[config.mk]
export PLATFORM = sky130hd
export DESIGN_NAME = pcsw_top
export DESIGN_NICKNAME = d
export VERILOG_FILES = /design/src/shared/pcsw_pkg.sv /design/src/logic/pcsw_top.sv
export VERILOG_INCLUDE_DIRS = /design/src /design/src/shared
export SDC_FILE = /design/constraint.sdc
export NUM_CORES = 2
export LEC_CHECK = 0
export ABC_AREA = 1
export BUFFER_PORTS_ARGS = -buffer_cell sky130_fd_sc_hd__buf_2
export CORE_ASPECT_RATIO = 1.25
export CORE_MARGIN = 8
export CORE_UTILIZATION = 30
export DETAILED_ROUTE_END_ITERATION = 16
export GPL_TIMING_DRIVEN = 0
export PLACE_DENSITY_LB_ADDON = 0.3
export SLEW_MARGIN = 10
export SYNTH_ARGS = -nofsm -noshare
export SYNTH_HDL_FRONTEND = slang
export SYNTH_SLANG_ARGS = --single-unit
export TNS_END_PERCENT = 30
[constraint.sdc]
create_clock -name i_sys_clk -period 3.45 [get_ports i_sys_clk]
set_clock_uncertainty 0.2 [all_clocks]
set_input_delay 0 -clock i_sys_clk [delete_from_list [all_inputs] [get_ports i_sys_clk]]
set_output_delay 0 -clock i_sys_clk [all_outputs]
set_load 0.02 [all_outputs]
[src/shared/pcsw_map.svh]
// Behaviour
// - Output goes active at target, inactive later.
// - Targets are table entries first through last.
// - Enable-and-load copies the sequence into FIFO; a loaded, uncleared FIFO is resumed instead.
// - Works only for axis type 43, 44, 45.
// - Mode 0 disable, 1 enable+load, 2 clear.
// - Direction 0 decreasing, 1 increasing.
// - First target sets output to first level.
// - Each later target inverts output until last.
// - Disable stops switching, keeps FIFO contents.
`ifndef PCSW_MAP_SVH
`define PCSW_MAP_SVH
// Register byte offsets.
`define PCSW_OFS_CMD 8'h00
`define PCSW_OFS_AXTYPE 8'h04
`define PCSW_OFS_STATUS 8'h08
`define PCSW_TABLE_BASE_HI 2'h1
// Command register field positions.
`define PCSW_CMD_MODE_LSB 0
`define PCSW_CMD_DIR_BIT 4
`define PCSW_CMD_LEVEL_BIT 5
`define PCSW_CMD_START_LSB 8
`define PCSW_CMD_END_LSB 16
// Mode and direction codes.
`define PCSW_MODE_DISABLE 2'h0
`define PCSW_MODE_ENABLE 2'h1
`define PCSW_MODE_CLEAR 2'h2
`define PCSW_DIR_UP 1'h1
// Supported axis type codes.
`define PCSW_AXTYPE_A 8'h2b
`define PCSW_AXTYPE_B 8'h2c
`define PCSW_AXTYPE_C 8'h2d
// Reset values and bus answers.
`define PCSW_AXTYPE_RST 8'h00
`define PCSW_RESP_OKAY 2'h0
`define PCSW_RESP_SLVERR 2'h2
`endif

[src/shared/pcsw_pkg.sv]
package pcsw_pkg;
   // Table and FIFO depth and index width.
   localparam int unsigned DEPTH = 16;
   typedef logic [3:0] pcsw_idx_t;
   typedef logic [31:0] pcsw_word_t;
   // Switch sequencer states, one-hot.
   typedef enum logic [3:0] {
      ST_OFF = 4'h1,
      ST_ARMED = 4'h2,
      ST_RUN = 4'h4,
      ST_DONE = 4'h8
   } pcsw_state_e;
   // Register selector produced by the address decoder.
   typedef enum logic [2:0] {
      SEL_CMD = 3'h0,
      SEL_AXTYPE = 3'h1,
      SEL_STATUS = 3'h2,
      SEL_TABLE = 3'h3,
      SEL_NONE = 3'h4
   } pcsw_sel_e;
   // AXI4-Lite signals driven by the master.
   typedef struct packed {
      logic awvalid;
      logic [7:0] awaddr;
      logic wvalid;
      logic [31:0] wdata;
      logic [3:0] wstrb;
      logic bready;
      logic arvalid;
      logic [7:0] araddr;
      logic rready;
   } pcsw_axi_req_s;
   // AXI4-Lite signals driven by the slave.
   typedef struct packed {
      logic awready;
      logic wready;
      logic bvalid;
      logic [1:0] bresp;
      logic arready;
      logic rvalid;
      logic [31:0] rdata;
      logic [1:0] rresp;
   } pcsw_axi_rsp_s;
endpackage

[src/logic/pcsw_top.sv]
`timescale 1ns/1ps
`default_nettype none
`include "pcsw_map.svh"
module pcsw_top (
   // Clock and synchronous reset.
   input wire logic i_sys_clk,
   input wire logic i_srst,
   // Register bus.
   input wire pcsw_pkg::pcsw_axi_req_s i_axi,
   output logic [$bits(pcsw_pkg::pcsw_axi_rsp_s)-1:0] o_axi,
   // Axis feedback and switch output.
   input wire logic [31:0] i_meas_pos,
   output logic o_switch
);
   // Complete block state kept in one packed record.
   typedef struct packed {
      pcsw_pkg::pcsw_axi_rsp_s axi;
      logic aw_got;
      logic [7:0] aw_addr;
      logic w_got;
      logic [31:0] w_data;
      logic [3:0] w_strb;
      logic [7:0] axis_type;
      pcsw_pkg::pcsw_state_e state;
      logic dir_up;
      logic first_level;
      logic out;
      logic loaded;
      pcsw_pkg::pcsw_idx_t rd_idx;
      logic [4:0] count;
      logic [pcsw_pkg::DEPTH-1:0][31:0] table_mem;
      logic [pcsw_pkg::DEPTH-1:0][31:0] fifo;
   } pcsw_regs_s;

   pcsw_regs_s state_r; // Registered state.
   pcsw_regs_s state_nxt; // Next state.

   // Maps a byte address to a register; used for both reads and writes.
   function automatic pcsw_pkg::pcsw_sel_e pcsw_decode(input logic [7:0] addr);
      pcsw_pkg::pcsw_sel_e sel;
      sel = pcsw_pkg::SEL_NONE;
      if (addr[1:0] != 2'h0) begin
         sel = pcsw_pkg::SEL_NONE;
      end else if (addr == `PCSW_OFS_CMD) begin
         sel = pcsw_pkg::SEL_CMD;
      end else if (addr == `PCSW_OFS_AXTYPE) begin
         sel = pcsw_pkg::SEL_AXTYPE;
      end else if (addr == `PCSW_OFS_STATUS) begin
         sel = pcsw_pkg::SEL_STATUS;
      end else if (addr[7:6] == `PCSW_TABLE_BASE_HI) begin
         sel = pcsw_pkg::SEL_TABLE;
      end
      return sel;
   endfunction

   // Merges written bytes into an old word under the byte strobes.
   function automatic logic [31:0] pcsw_merge(input logic [31:0] old, input logic [31:0] wr,
                                              input logic [3:0] strb);
      logic [31:0] res;
      res = old;
      for (int b = 0; b < 4; b++) begin
         if (strb[b]) begin
            res[8*b +: 8] = wr[8*b +: 8];
         end
      end
      return res;
   endfunction

   // Head entry, compare result and axis type check.
   pcsw_pkg::pcsw_word_t head; // Active target at the FIFO head.
   logic reached; // Measured position has reached or passed the head.
   logic type_ok; // Axis type supports the switch.
   pcsw_pkg::pcsw_sel_e wsel; // Decoded write target.
   pcsw_pkg::pcsw_sel_e rsel; // Decoded read target.
   logic [1:0] cmd_mode; // Mode field of a command write.
   pcsw_pkg::pcsw_idx_t cmd_start; // First table index of the sequence.
   pcsw_pkg::pcsw_idx_t cmd_end; // Last table index of the sequence.

   // Next-state logic for the bus slave and the switch sequencer.
   always_comb begin
      state_nxt = state_r;
      head = state_r.fifo[state_r.rd_idx];
      // Direction picks which side of the target counts as reached.
      if (state_r.dir_up == `PCSW_DIR_UP) begin
         reached = $signed(i_meas_pos) >= $signed(head);
      end else begin
         reached = $signed(i_meas_pos) <= $signed(head);
      end
      type_ok = (state_r.axis_type == `PCSW_AXTYPE_A) || (state_r.axis_type == `PCSW_AXTYPE_B) ||
                (state_r.axis_type == `PCSW_AXTYPE_C);
      wsel = pcsw_decode(state_r.aw_addr);
      rsel = pcsw_decode(i_axi.araddr);
      cmd_mode = state_r.w_data[`PCSW_CMD_MODE_LSB +: 2];
      cmd_start = state_r.w_data[`PCSW_CMD_START_LSB +: 4];
      cmd_end = state_r.w_data[`PCSW_CMD_END_LSB +: 4];

      // Sequencer: compare the head and pop it once it is reached.
      case (state_r.state)
         pcsw_pkg::ST_ARMED, pcsw_pkg::ST_RUN: begin
            if (!type_ok) begin
               // Axis type changed under us; stop but keep the queue.
               state_nxt.state = pcsw_pkg::ST_OFF;
            end else if (state_r.count == 5'h0) begin
               state_nxt.state = pcsw_pkg::ST_DONE;
            end else if (reached) begin
               if (state_r.state == pcsw_pkg::ST_ARMED) begin
                  state_nxt.out = state_r.first_level;
               end else begin
                  state_nxt.out = ~state_r.out;
               end
               state_nxt.state = pcsw_pkg::ST_RUN;
               state_nxt.rd_idx = pcsw_pkg::pcsw_idx_t'(state_r.rd_idx + 4'h1);
               state_nxt.count = state_r.count - 5'h1;
               // Popping the last entry ends the sequence.
               if (state_r.count == 5'h1) begin
                  state_nxt.state = pcsw_pkg::ST_DONE;
               end
            end
         end
         default: begin
            // Disabled or finished: the output holds its last level.
            state_nxt.state = state_r.state;
         end
      endcase

      // Write channel: address and data are accepted in either order.
      if (i_axi.awvalid && state_r.axi.awready) begin
         state_nxt.aw_got = 1'b1;
         state_nxt.aw_addr = i_axi.awaddr;
      end
      if (i_axi.wvalid && state_r.axi.wready) begin
         state_nxt.w_got = 1'b1;
         state_nxt.w_data = i_axi.wdata;
         state_nxt.w_strb = i_axi.wstrb;
      end
      if (state_r.axi.bvalid && i_axi.bready) begin
         state_nxt.axi.bvalid = 1'b0;
      end

      // Both halves held: perform the write and raise the response.
      if (state_r.aw_got && state_r.w_got && !state_r.axi.bvalid) begin
         state_nxt.aw_got = 1'b0;
         state_nxt.w_got = 1'b0;
         state_nxt.axi.bvalid = 1'b1;
         state_nxt.axi.bresp = `PCSW_RESP_OKAY;
         if (wsel == pcsw_pkg::SEL_CMD) begin
            // A command wins over a compare hit in the same cycle.
            if (cmd_mode == `PCSW_MODE_DISABLE) begin
               state_nxt.state = pcsw_pkg::ST_OFF;
               state_nxt.rd_idx = state_r.rd_idx;
               state_nxt.count = state_r.count;
               state_nxt.out = state_r.out;
            end else if (cmd_mode == `PCSW_MODE_CLEAR) begin
               state_nxt.state = pcsw_pkg::ST_OFF;
               state_nxt.rd_idx = 4'h0;
               state_nxt.count = 5'h0;
               state_nxt.loaded = 1'b0;
               // A compare hit in this cycle is dropped, so the output keeps its level.
               state_nxt.out = state_r.out;
            end else if (cmd_mode == `PCSW_MODE_ENABLE && type_ok) begin
               state_nxt.dir_up = state_r.w_data[`PCSW_CMD_DIR_BIT];
               state_nxt.first_level = state_r.w_data[`PCSW_CMD_LEVEL_BIT];
               // A queue that was loaded and never cleared is resumed, not reloaded,
               // so the controller must clear it before running the same list again.
               if (!state_r.loaded) begin
                  for (int i = 0; i < pcsw_pkg::DEPTH; i++) begin
                     state_nxt.fifo[i] =
                        state_r.table_mem[pcsw_pkg::pcsw_idx_t'(cmd_start + i[3:0])];
                  end
                  state_nxt.rd_idx = 4'h0;
                  state_nxt.count = (cmd_end >= cmd_start) ?
                     5'({1'b0, cmd_end} - {1'b0, cmd_start} + 5'h1) : 5'h0;
                  state_nxt.loaded = 1'b1;
                  state_nxt.state = pcsw_pkg::ST_ARMED;
               end else begin
                  // The command wins, so a hit in this same cycle is dropped.
                  state_nxt.out = state_r.out;
                  state_nxt.rd_idx = state_r.rd_idx;
                  state_nxt.count = state_r.count;
                  // Once an entry was popped the next hit must invert, so resume in run.
                  if (state_r.count == 5'h0) begin
                     state_nxt.state = pcsw_pkg::ST_DONE;
                  end else if (state_r.rd_idx != 4'h0) begin
                     state_nxt.state = pcsw_pkg::ST_RUN;
                  end else begin
                     state_nxt.state = pcsw_pkg::ST_ARMED;
                  end
               end
            end else begin
               // Unknown mode or unsupported axis: refused with an error.
               state_nxt.axi.bresp = `PCSW_RESP_SLVERR;
            end
         end else if (wsel == pcsw_pkg::SEL_AXTYPE) begin
            state_nxt.axis_type = 8'(pcsw_merge({24'h0, state_r.axis_type}, state_r.w_data,
                                                state_r.w_strb));
         end else if (wsel == pcsw_pkg::SEL_TABLE) begin
            state_nxt.table_mem[state_r.aw_addr[5:2]] =
               pcsw_merge(state_r.table_mem[state_r.aw_addr[5:2]], state_r.w_data,
                          state_r.w_strb);
         end else if (wsel == pcsw_pkg::SEL_NONE) begin
            state_nxt.axi.bresp = `PCSW_RESP_SLVERR;
         end
      end

      // Read channel: one read at a time, answered the cycle after it is taken.
      if (state_r.axi.rvalid && i_axi.rready) begin
         state_nxt.axi.rvalid = 1'b0;
      end
      if (i_axi.arvalid && state_r.axi.arready) begin
         state_nxt.axi.rvalid = 1'b1;
         state_nxt.axi.rresp = `PCSW_RESP_OKAY;
         state_nxt.axi.rdata = 32'h0;
         if (rsel == pcsw_pkg::SEL_AXTYPE) begin
            state_nxt.axi.rdata = {24'h0, state_r.axis_type};
         end else if (rsel == pcsw_pkg::SEL_STATUS) begin
            state_nxt.axi.rdata = {21'h0, state_r.count, state_r.loaded, state_r.out,
                                   state_r.state};
         end else if (rsel == pcsw_pkg::SEL_TABLE) begin
            state_nxt.axi.rdata = state_r.table_mem[i_axi.araddr[5:2]];
         end else if (rsel == pcsw_pkg::SEL_NONE) begin
            state_nxt.axi.rresp = `PCSW_RESP_SLVERR;
         end
      end

      // Ready flags come from flops so the bus outputs stay registered.
      state_nxt.axi.awready = !state_nxt.aw_got && !state_nxt.axi.bvalid;
      state_nxt.axi.wready = !state_nxt.w_got && !state_nxt.axi.bvalid;
      state_nxt.axi.arready = !state_nxt.axi.rvalid;
   end

   // State register with synchronous reset.
   always_ff @(posedge i_sys_clk) begin
      if (i_srst) begin
         state_r <= '0;
         state_r.state <= pcsw_pkg::ST_OFF;
         state_r.axis_type <= `PCSW_AXTYPE_RST;
      end else begin
         state_r <= state_nxt;
      end
   end

   // Outputs taken straight from the state flops.
   assign o_axi = state_r.axi;
   assign o_switch = state_r.out;
endmodule
`default_nettype wire

# Word-level counts from Yosys, hierarchy flattened
# Index checks and enable logic that the tools add are counted.
# classes
addsub	19
magnitude_cmp	23
n_eq_ne	25
n_mux	133
n_bitwise	6
reduce_logical	35
# op_table
operator	n
$mux 512	8
$bmux 32 s4	19
$mux 1041	1
$mux 32	23
$bwmux 512	1
$mux 8	20
$demux 32 s4	1
$lt 4x5->1 const B	19
$mux 9	7
$mux 37	1
$mux 3	12
$mux 4	9
$mux 35	1
$mux 17	2
$add 4x4->4 const B	8
$ge 32x32->1	1
$le 32x32->1	1
$mux 2	13
$eq 8x6->1 const B	3
$add 4x3->4 const B	4
$eq 8x3->1 const B	2
$eq 8x4->1 const B	2
$logic_not 8->1	2
$mux 1	13
35 further kinds	68
# word_totals
regBits	1136
in_bits	91
elab_cells	294

# Longest topological paths before layout
# logic_depth
depth_word	16
mapped_depth	28

# Least setup slack after synthesis
# Ideal clock, no wire load.
# synth_path
path_kind	reg2reg
start	register state_r[1029] in the netlist's numbering
end	register state_r[1031] in the netlist's numbering
setup_time_ps	132
arrival_ps	3402
required_ps	3118
slack_ps	-285
path_stages_with_launch	23
path_buffers	4
path_cell_list	dfxtp_1 > inv_1 > buf_2 > clkbuf_1 > clkbuf_1 > clkbuf_1 > o21ai_0 > a21oi_1 > a311oi_1 > ha_1 > nand2_1 > nor2_1 > nand4_1 > nor3b_1 > nand2_1 > nand2_1 > nand2_1 > nand3_2 > nand2_1 > nor2_1 > nand2_1 > o21ai_0 > a21oi_1
# synth_between
elab_chain_len	13
elab_cells_between_ends	15
# synth_rtl
item	line	source
start, declared	pcsw_top.sv:35	pcsw_regs_s state_r;
start signal, assigned	pcsw_top.sv:238	state_r <= state_nxt;
$bmux 32 s4	pcsw_top.sv:82	head = state_r.fifo[state_r.rd_idx];
$mux 32 (implied by the code)	pcsw_top.sv:82	
$le 32x32->1 / $ge 32x32->1 (equally long branches)	pcsw_top.sv:87, pcsw_top.sv:85	
$mux 1	pcsw_top.sv:84	if (state_r.dir_up == `PCSW_DIR_UP) begin
$mux 9 *	pcsw_top.sv:105	end else if (reached) begin
$mux 9 *	pcsw_top.sv:103	end else if (state_r.count == 5'h0) begin
$mux 9 *	pcsw_top.sv:100	if (!type_ok) begin
$mux 9 *	pcsw_top.sv:98	case (state_r.state)
$mux 17	pcsw_top.sv:160	end else if (cmd_mode == `PCSW_MODE_ENABLE && type_ok) begin
$mux 11	pcsw_top.sv:153	end else if (cmd_mode == `PCSW_MODE_CLEAR) begin
$mux 9	pcsw_top.sv:148	if (cmd_mode == `PCSW_MODE_DISABLE) begin
$mux 17	pcsw_top.sv:146	if (wsel == pcsw_pkg::SEL_CMD) begin
$mux 1041 *	pcsw_top.sv:141	if (state_r.aw_got && state_r.w_got && !state_r.axi.bvalid) begin
# Mark *: on every way between the ends. The rest lies on a longest branch, timed or not. The select of a mux whose other input is x is not followed.
# A chain may end at the register's enable or synchronous reset.

# Worst setup path after layout
# Same ends and word-level chain as after synthesis.

==> results by group <==
Status
  – Failing checks: capacitance limit, slew limit, setup timing
  – Outcome: finished, violations left

Die
  – Die Y: 569 um
  – Die Width: 458 um
  – Initial Util: 30.1%
  – Die area: 261000 um2
  – Top Ports: 133
  – Core area: 244000 um2
  – Rows: 203

Finish
  – Synth-to-layout area growth: 22.2%
  – FF+latch area: 22700 um2
  – Fill count: 27.0k
  – Area of the multi-input gates: 43600 um2
  – Fin area: 89700 um2
  – Nets: 12.1k
  – Share of cells above drive strength 1: 13.9%

Route
  – Routed Antenna Nets: 0
  – Post-Route WL: 621000 um
  – Via Count: 98.2k
  – DR iter-0 viols: 16.7k
  – Vias per cell: 6.40
  – Drc violations: 0
  – Initial DRT Pass Iterations: 7
  – DR WL/cell: 40.5 um

Global routing
  – Pin count of the biggest net entering global routing: 15
  – Initial antenna violation count: 65
  – GRT Resource Usage Total: 45.2%
  – Vias in the first global route: 89.5k
  – GRT overflow: 0
  – First-pass GRT wire length: 804000 um

Timing
  – RSZ-0062 raised after global routing: yes
  – Fin crit share: 124%
  – Post-route setup slack: -0.825 ns
  – Max Clock Freq: 234 MHz
  – Final setup fails: 629
  – Post-layout min period: 4.27 ns
  – Max-slew violation count: 22
  – Setup TNS Final: -77.65 ns
  – Relative slew slack: -4.95%
  – Worst Max-Slew Pin Slew: 1.57 ns
  – Fin. Hold Viols: 0

Power
  – Comb pwr share: 22.6%
  – Leakage: 0.0322 uW
  – Psw: 14000 uW
  – Switching share of total power: 36.5%
  – Internal: 24300 uW
  – Power per cell area: 427 nW/um2
  – Maximum vdd drop: 0.301 mV
  – Sequential power share: 34.5%
  – Clock share of power: 42.9%

Worst setup path
  – Slowest Stage Delay on Critical Path: 0.50 ns
  – Critical Path Sink Type: register
  – Flop-to-flop setup slack: -0.82 ns
  – Worst EP arrival: 4.82 ns
  – Worst Path Required: 3.99 ns
  – Critical Path Start Type: register
  – WS Path Type: reg2reg
  – Ordered list of cells on the worst path: inv_4 > buf_6 > clkbuf_16 > clkbuf_16 > clkbuf_16 > o21ai_4 > a21oi_4 > a311oi_4 > ha_4 > nand2_4 > nor2_4 > nand4_1 > buf_6 > nor3b_4 > buf_12 > nand4_1 > buf_6 > nand3_4 > nand2_4 > nor2_4 > buf_12 > nand2_4 > o21ai_2 > a21oi_2
  – Crit-path slowest cell: a311oi_4
  – Max Fanout on Critical Path: 7

Placement
  – GP Congestion: 1.15
  – DP HPWL: 496000 um
  – IO Port Bufs: 128
  – Placed cell area: 78300 um2
  – Post-place setup slack: -4.82 ns

CTS
  – Worst skew pair latency: 0.92 ns
  – Clk sinks: 1134
  – CTS tree: built
  – CTS Root Cell: clkbuf_16
  – H-tree depth: 4
  – Worst-case clock buffer depth: 4
  – Num CTS Buffers: 146
  – Worst-path clk slew: 0.07 ns

Synthesis
  – Yosys reg bits: 1134
  – Post-Syn Area: 73400 um2
  – Number of flops mapped to enable cells by yosys: 0
  – Cell variety after synth: 49
  – Sequential fraction of the synthesis area: 30.9%
  – Synthesized instance count: 11.4k
  – YS warnings: 0
  – Post-Syn Area per Cell: 6.41 um2
  – Main synth FF type: dfxtp_1
  – Post-synthesis async set-or-reset flop share: 0%

Min path
  – Type of the worst min-delay path: in2reg

Run
  – Maxcap violations: 2
[power by group through the flow]
stage	Clock (uW)	Sequential, uW	Combinational (uW)
finish	16400	13200	8640
global route	16600	13200	8430
CTS	16100	13200	7810
detailed placement	0	13500	7060
global placement	0	13500	7050
floorplan	0	13500	3250
[worst max-delay path: cells and delay by family, from the launching register on]
| family | cells | cell delay, ns |
|---|---|---|
| simple gates | 9 | 0.93 |
| compound gates | 5 | 0.93 |
| fa+ha+maj | 1 | 0.23 |
| flops | 1 | 0.42 |
| buf+inv | 9 | 1.36 |
[layer usage]
metal  wire, um  part of all wire (%)  global-route usage, %  vias to the layer above
li1           -                     -                      -                    40400
met1     213000                    34                   50.1                    46100
met2     249000                    40                   65.2                     8629
met3      81300                    13                   17.7                     3062
met4      77300                    12                   43.6                       18
met5        425                 0.068                  0.256                        -
[path summary, 6_finish.rpt]
check | start | cells after the start | end
worst min-delay path | i_axi[7] | 7 | o_axi[1]
worst max-delay path | state_r[1029] | 24 | state_r[1031]
worst max register to register | state_r[1029] | 24 | state_r[1031]
worst min register to register | state_r[1094] | 1 | o_axi[40]
[cell families after synthesis]
group                      after synthesis  share of synthesized area (%)
AOI/OAI and AO/OA                     4906                           36.1
xor gates and xnor gates                12                          0.143
adders and majority gates               54                          0.941
buffers and inverters                 2253                           12.1
DFF                                   1134                           30.9
muxes                                  376                           5.35
other                                    1                        0.00511
and+or+nand+nor                       2700                           14.3
[repair_timing]
action                     in CTS  in global routing
cloned                          2                  0
setup buffers                  80                 41
pin swaps                      79                 56
gates resized for setup      1163                655
hold buffers                  160                  0
hold endpoints to repair       67                  0
setup endpoints to repair    1021                987
[through the flow]
step	hold WS (ns)	util (%)	std cells	total power (uW)
3_3_place_gp	0.0536	32.0	14700	20600
4_1_cts	0.00304	36.1	15200	37200
3_5_place_dp	0.0652	32.1	14800	20600
5_1_grt	0.0378	36.7	15300	38200
6_report	0.0618	36.8	15400	38300
2_1_floorplan	-0.0333	-	11400	16700
[layout by cell type, fill, tap and decap left out, drive strengths merged, types with 11 or more instances in the layout]
master and instances:
a211oi 139, a21oi 1137, a221oi 18, a311oi 32
a31oi 388, buf 662, clkbuf 874, clkinv 31
clkinvlp 11, dfxtp 1134, diode 78, dlygate4sd3 160
ha 52, inv 1167, mux2 128, mux2i 248
nand2 2189, nand3 119, nand3b 25, nand4 17
nor2 326, nor3 19, o2111ai 16, o211ai 32
o21ai 2766, o221ai 95, o22ai 254
[synthesized netlist by cell type (7+ instances only)]
library cell	instances	area [um2]
o21ai_1	147	736
a31oi_1	388	2430
o22ai_1	254	1590
o2111ai_1	16	140
o21ai_2	9	78.8
a211oi_1	138	1040
o221ai_1	95	832
buf_1	164	616
a22oi_1	9	67.6
inv_2	20	75.1
mux2_2	128	1440
mux2i_1	248	2480
inv_1	1153	4330
nor3_1	14	70.1
ha_1	52	651
buf_4	48	360
clkbuf_1	660	2480
nand3b_1	25	188
o311ai_0	9	78.8
xor2_1	7	61.3
a221oi_1	18	158
nand4_1	17	106
dfxtp_1	1134	22700
nand3_1	118	591
buf_2	205	1030
o21ai_0	2610	13100
nor2_1	317	1190
o211ai_1	32	240
nand2_1	2189	8220
a311oi_1	32	280
a21oi_1	1137	5690
[final cells by class]
type                    count  area share, %
diodes                     78          0.218
plain buffers            1073           7.24
clock buffers             207           4.80
clock inverters            41          0.515
inverters                1176           4.97
multi-input cells        8050           48.6
flip-flops and latches   1134           25.3
well taps                3177           4.43
repair buffers            419           3.86
Power figures use the tool's default switching activity.
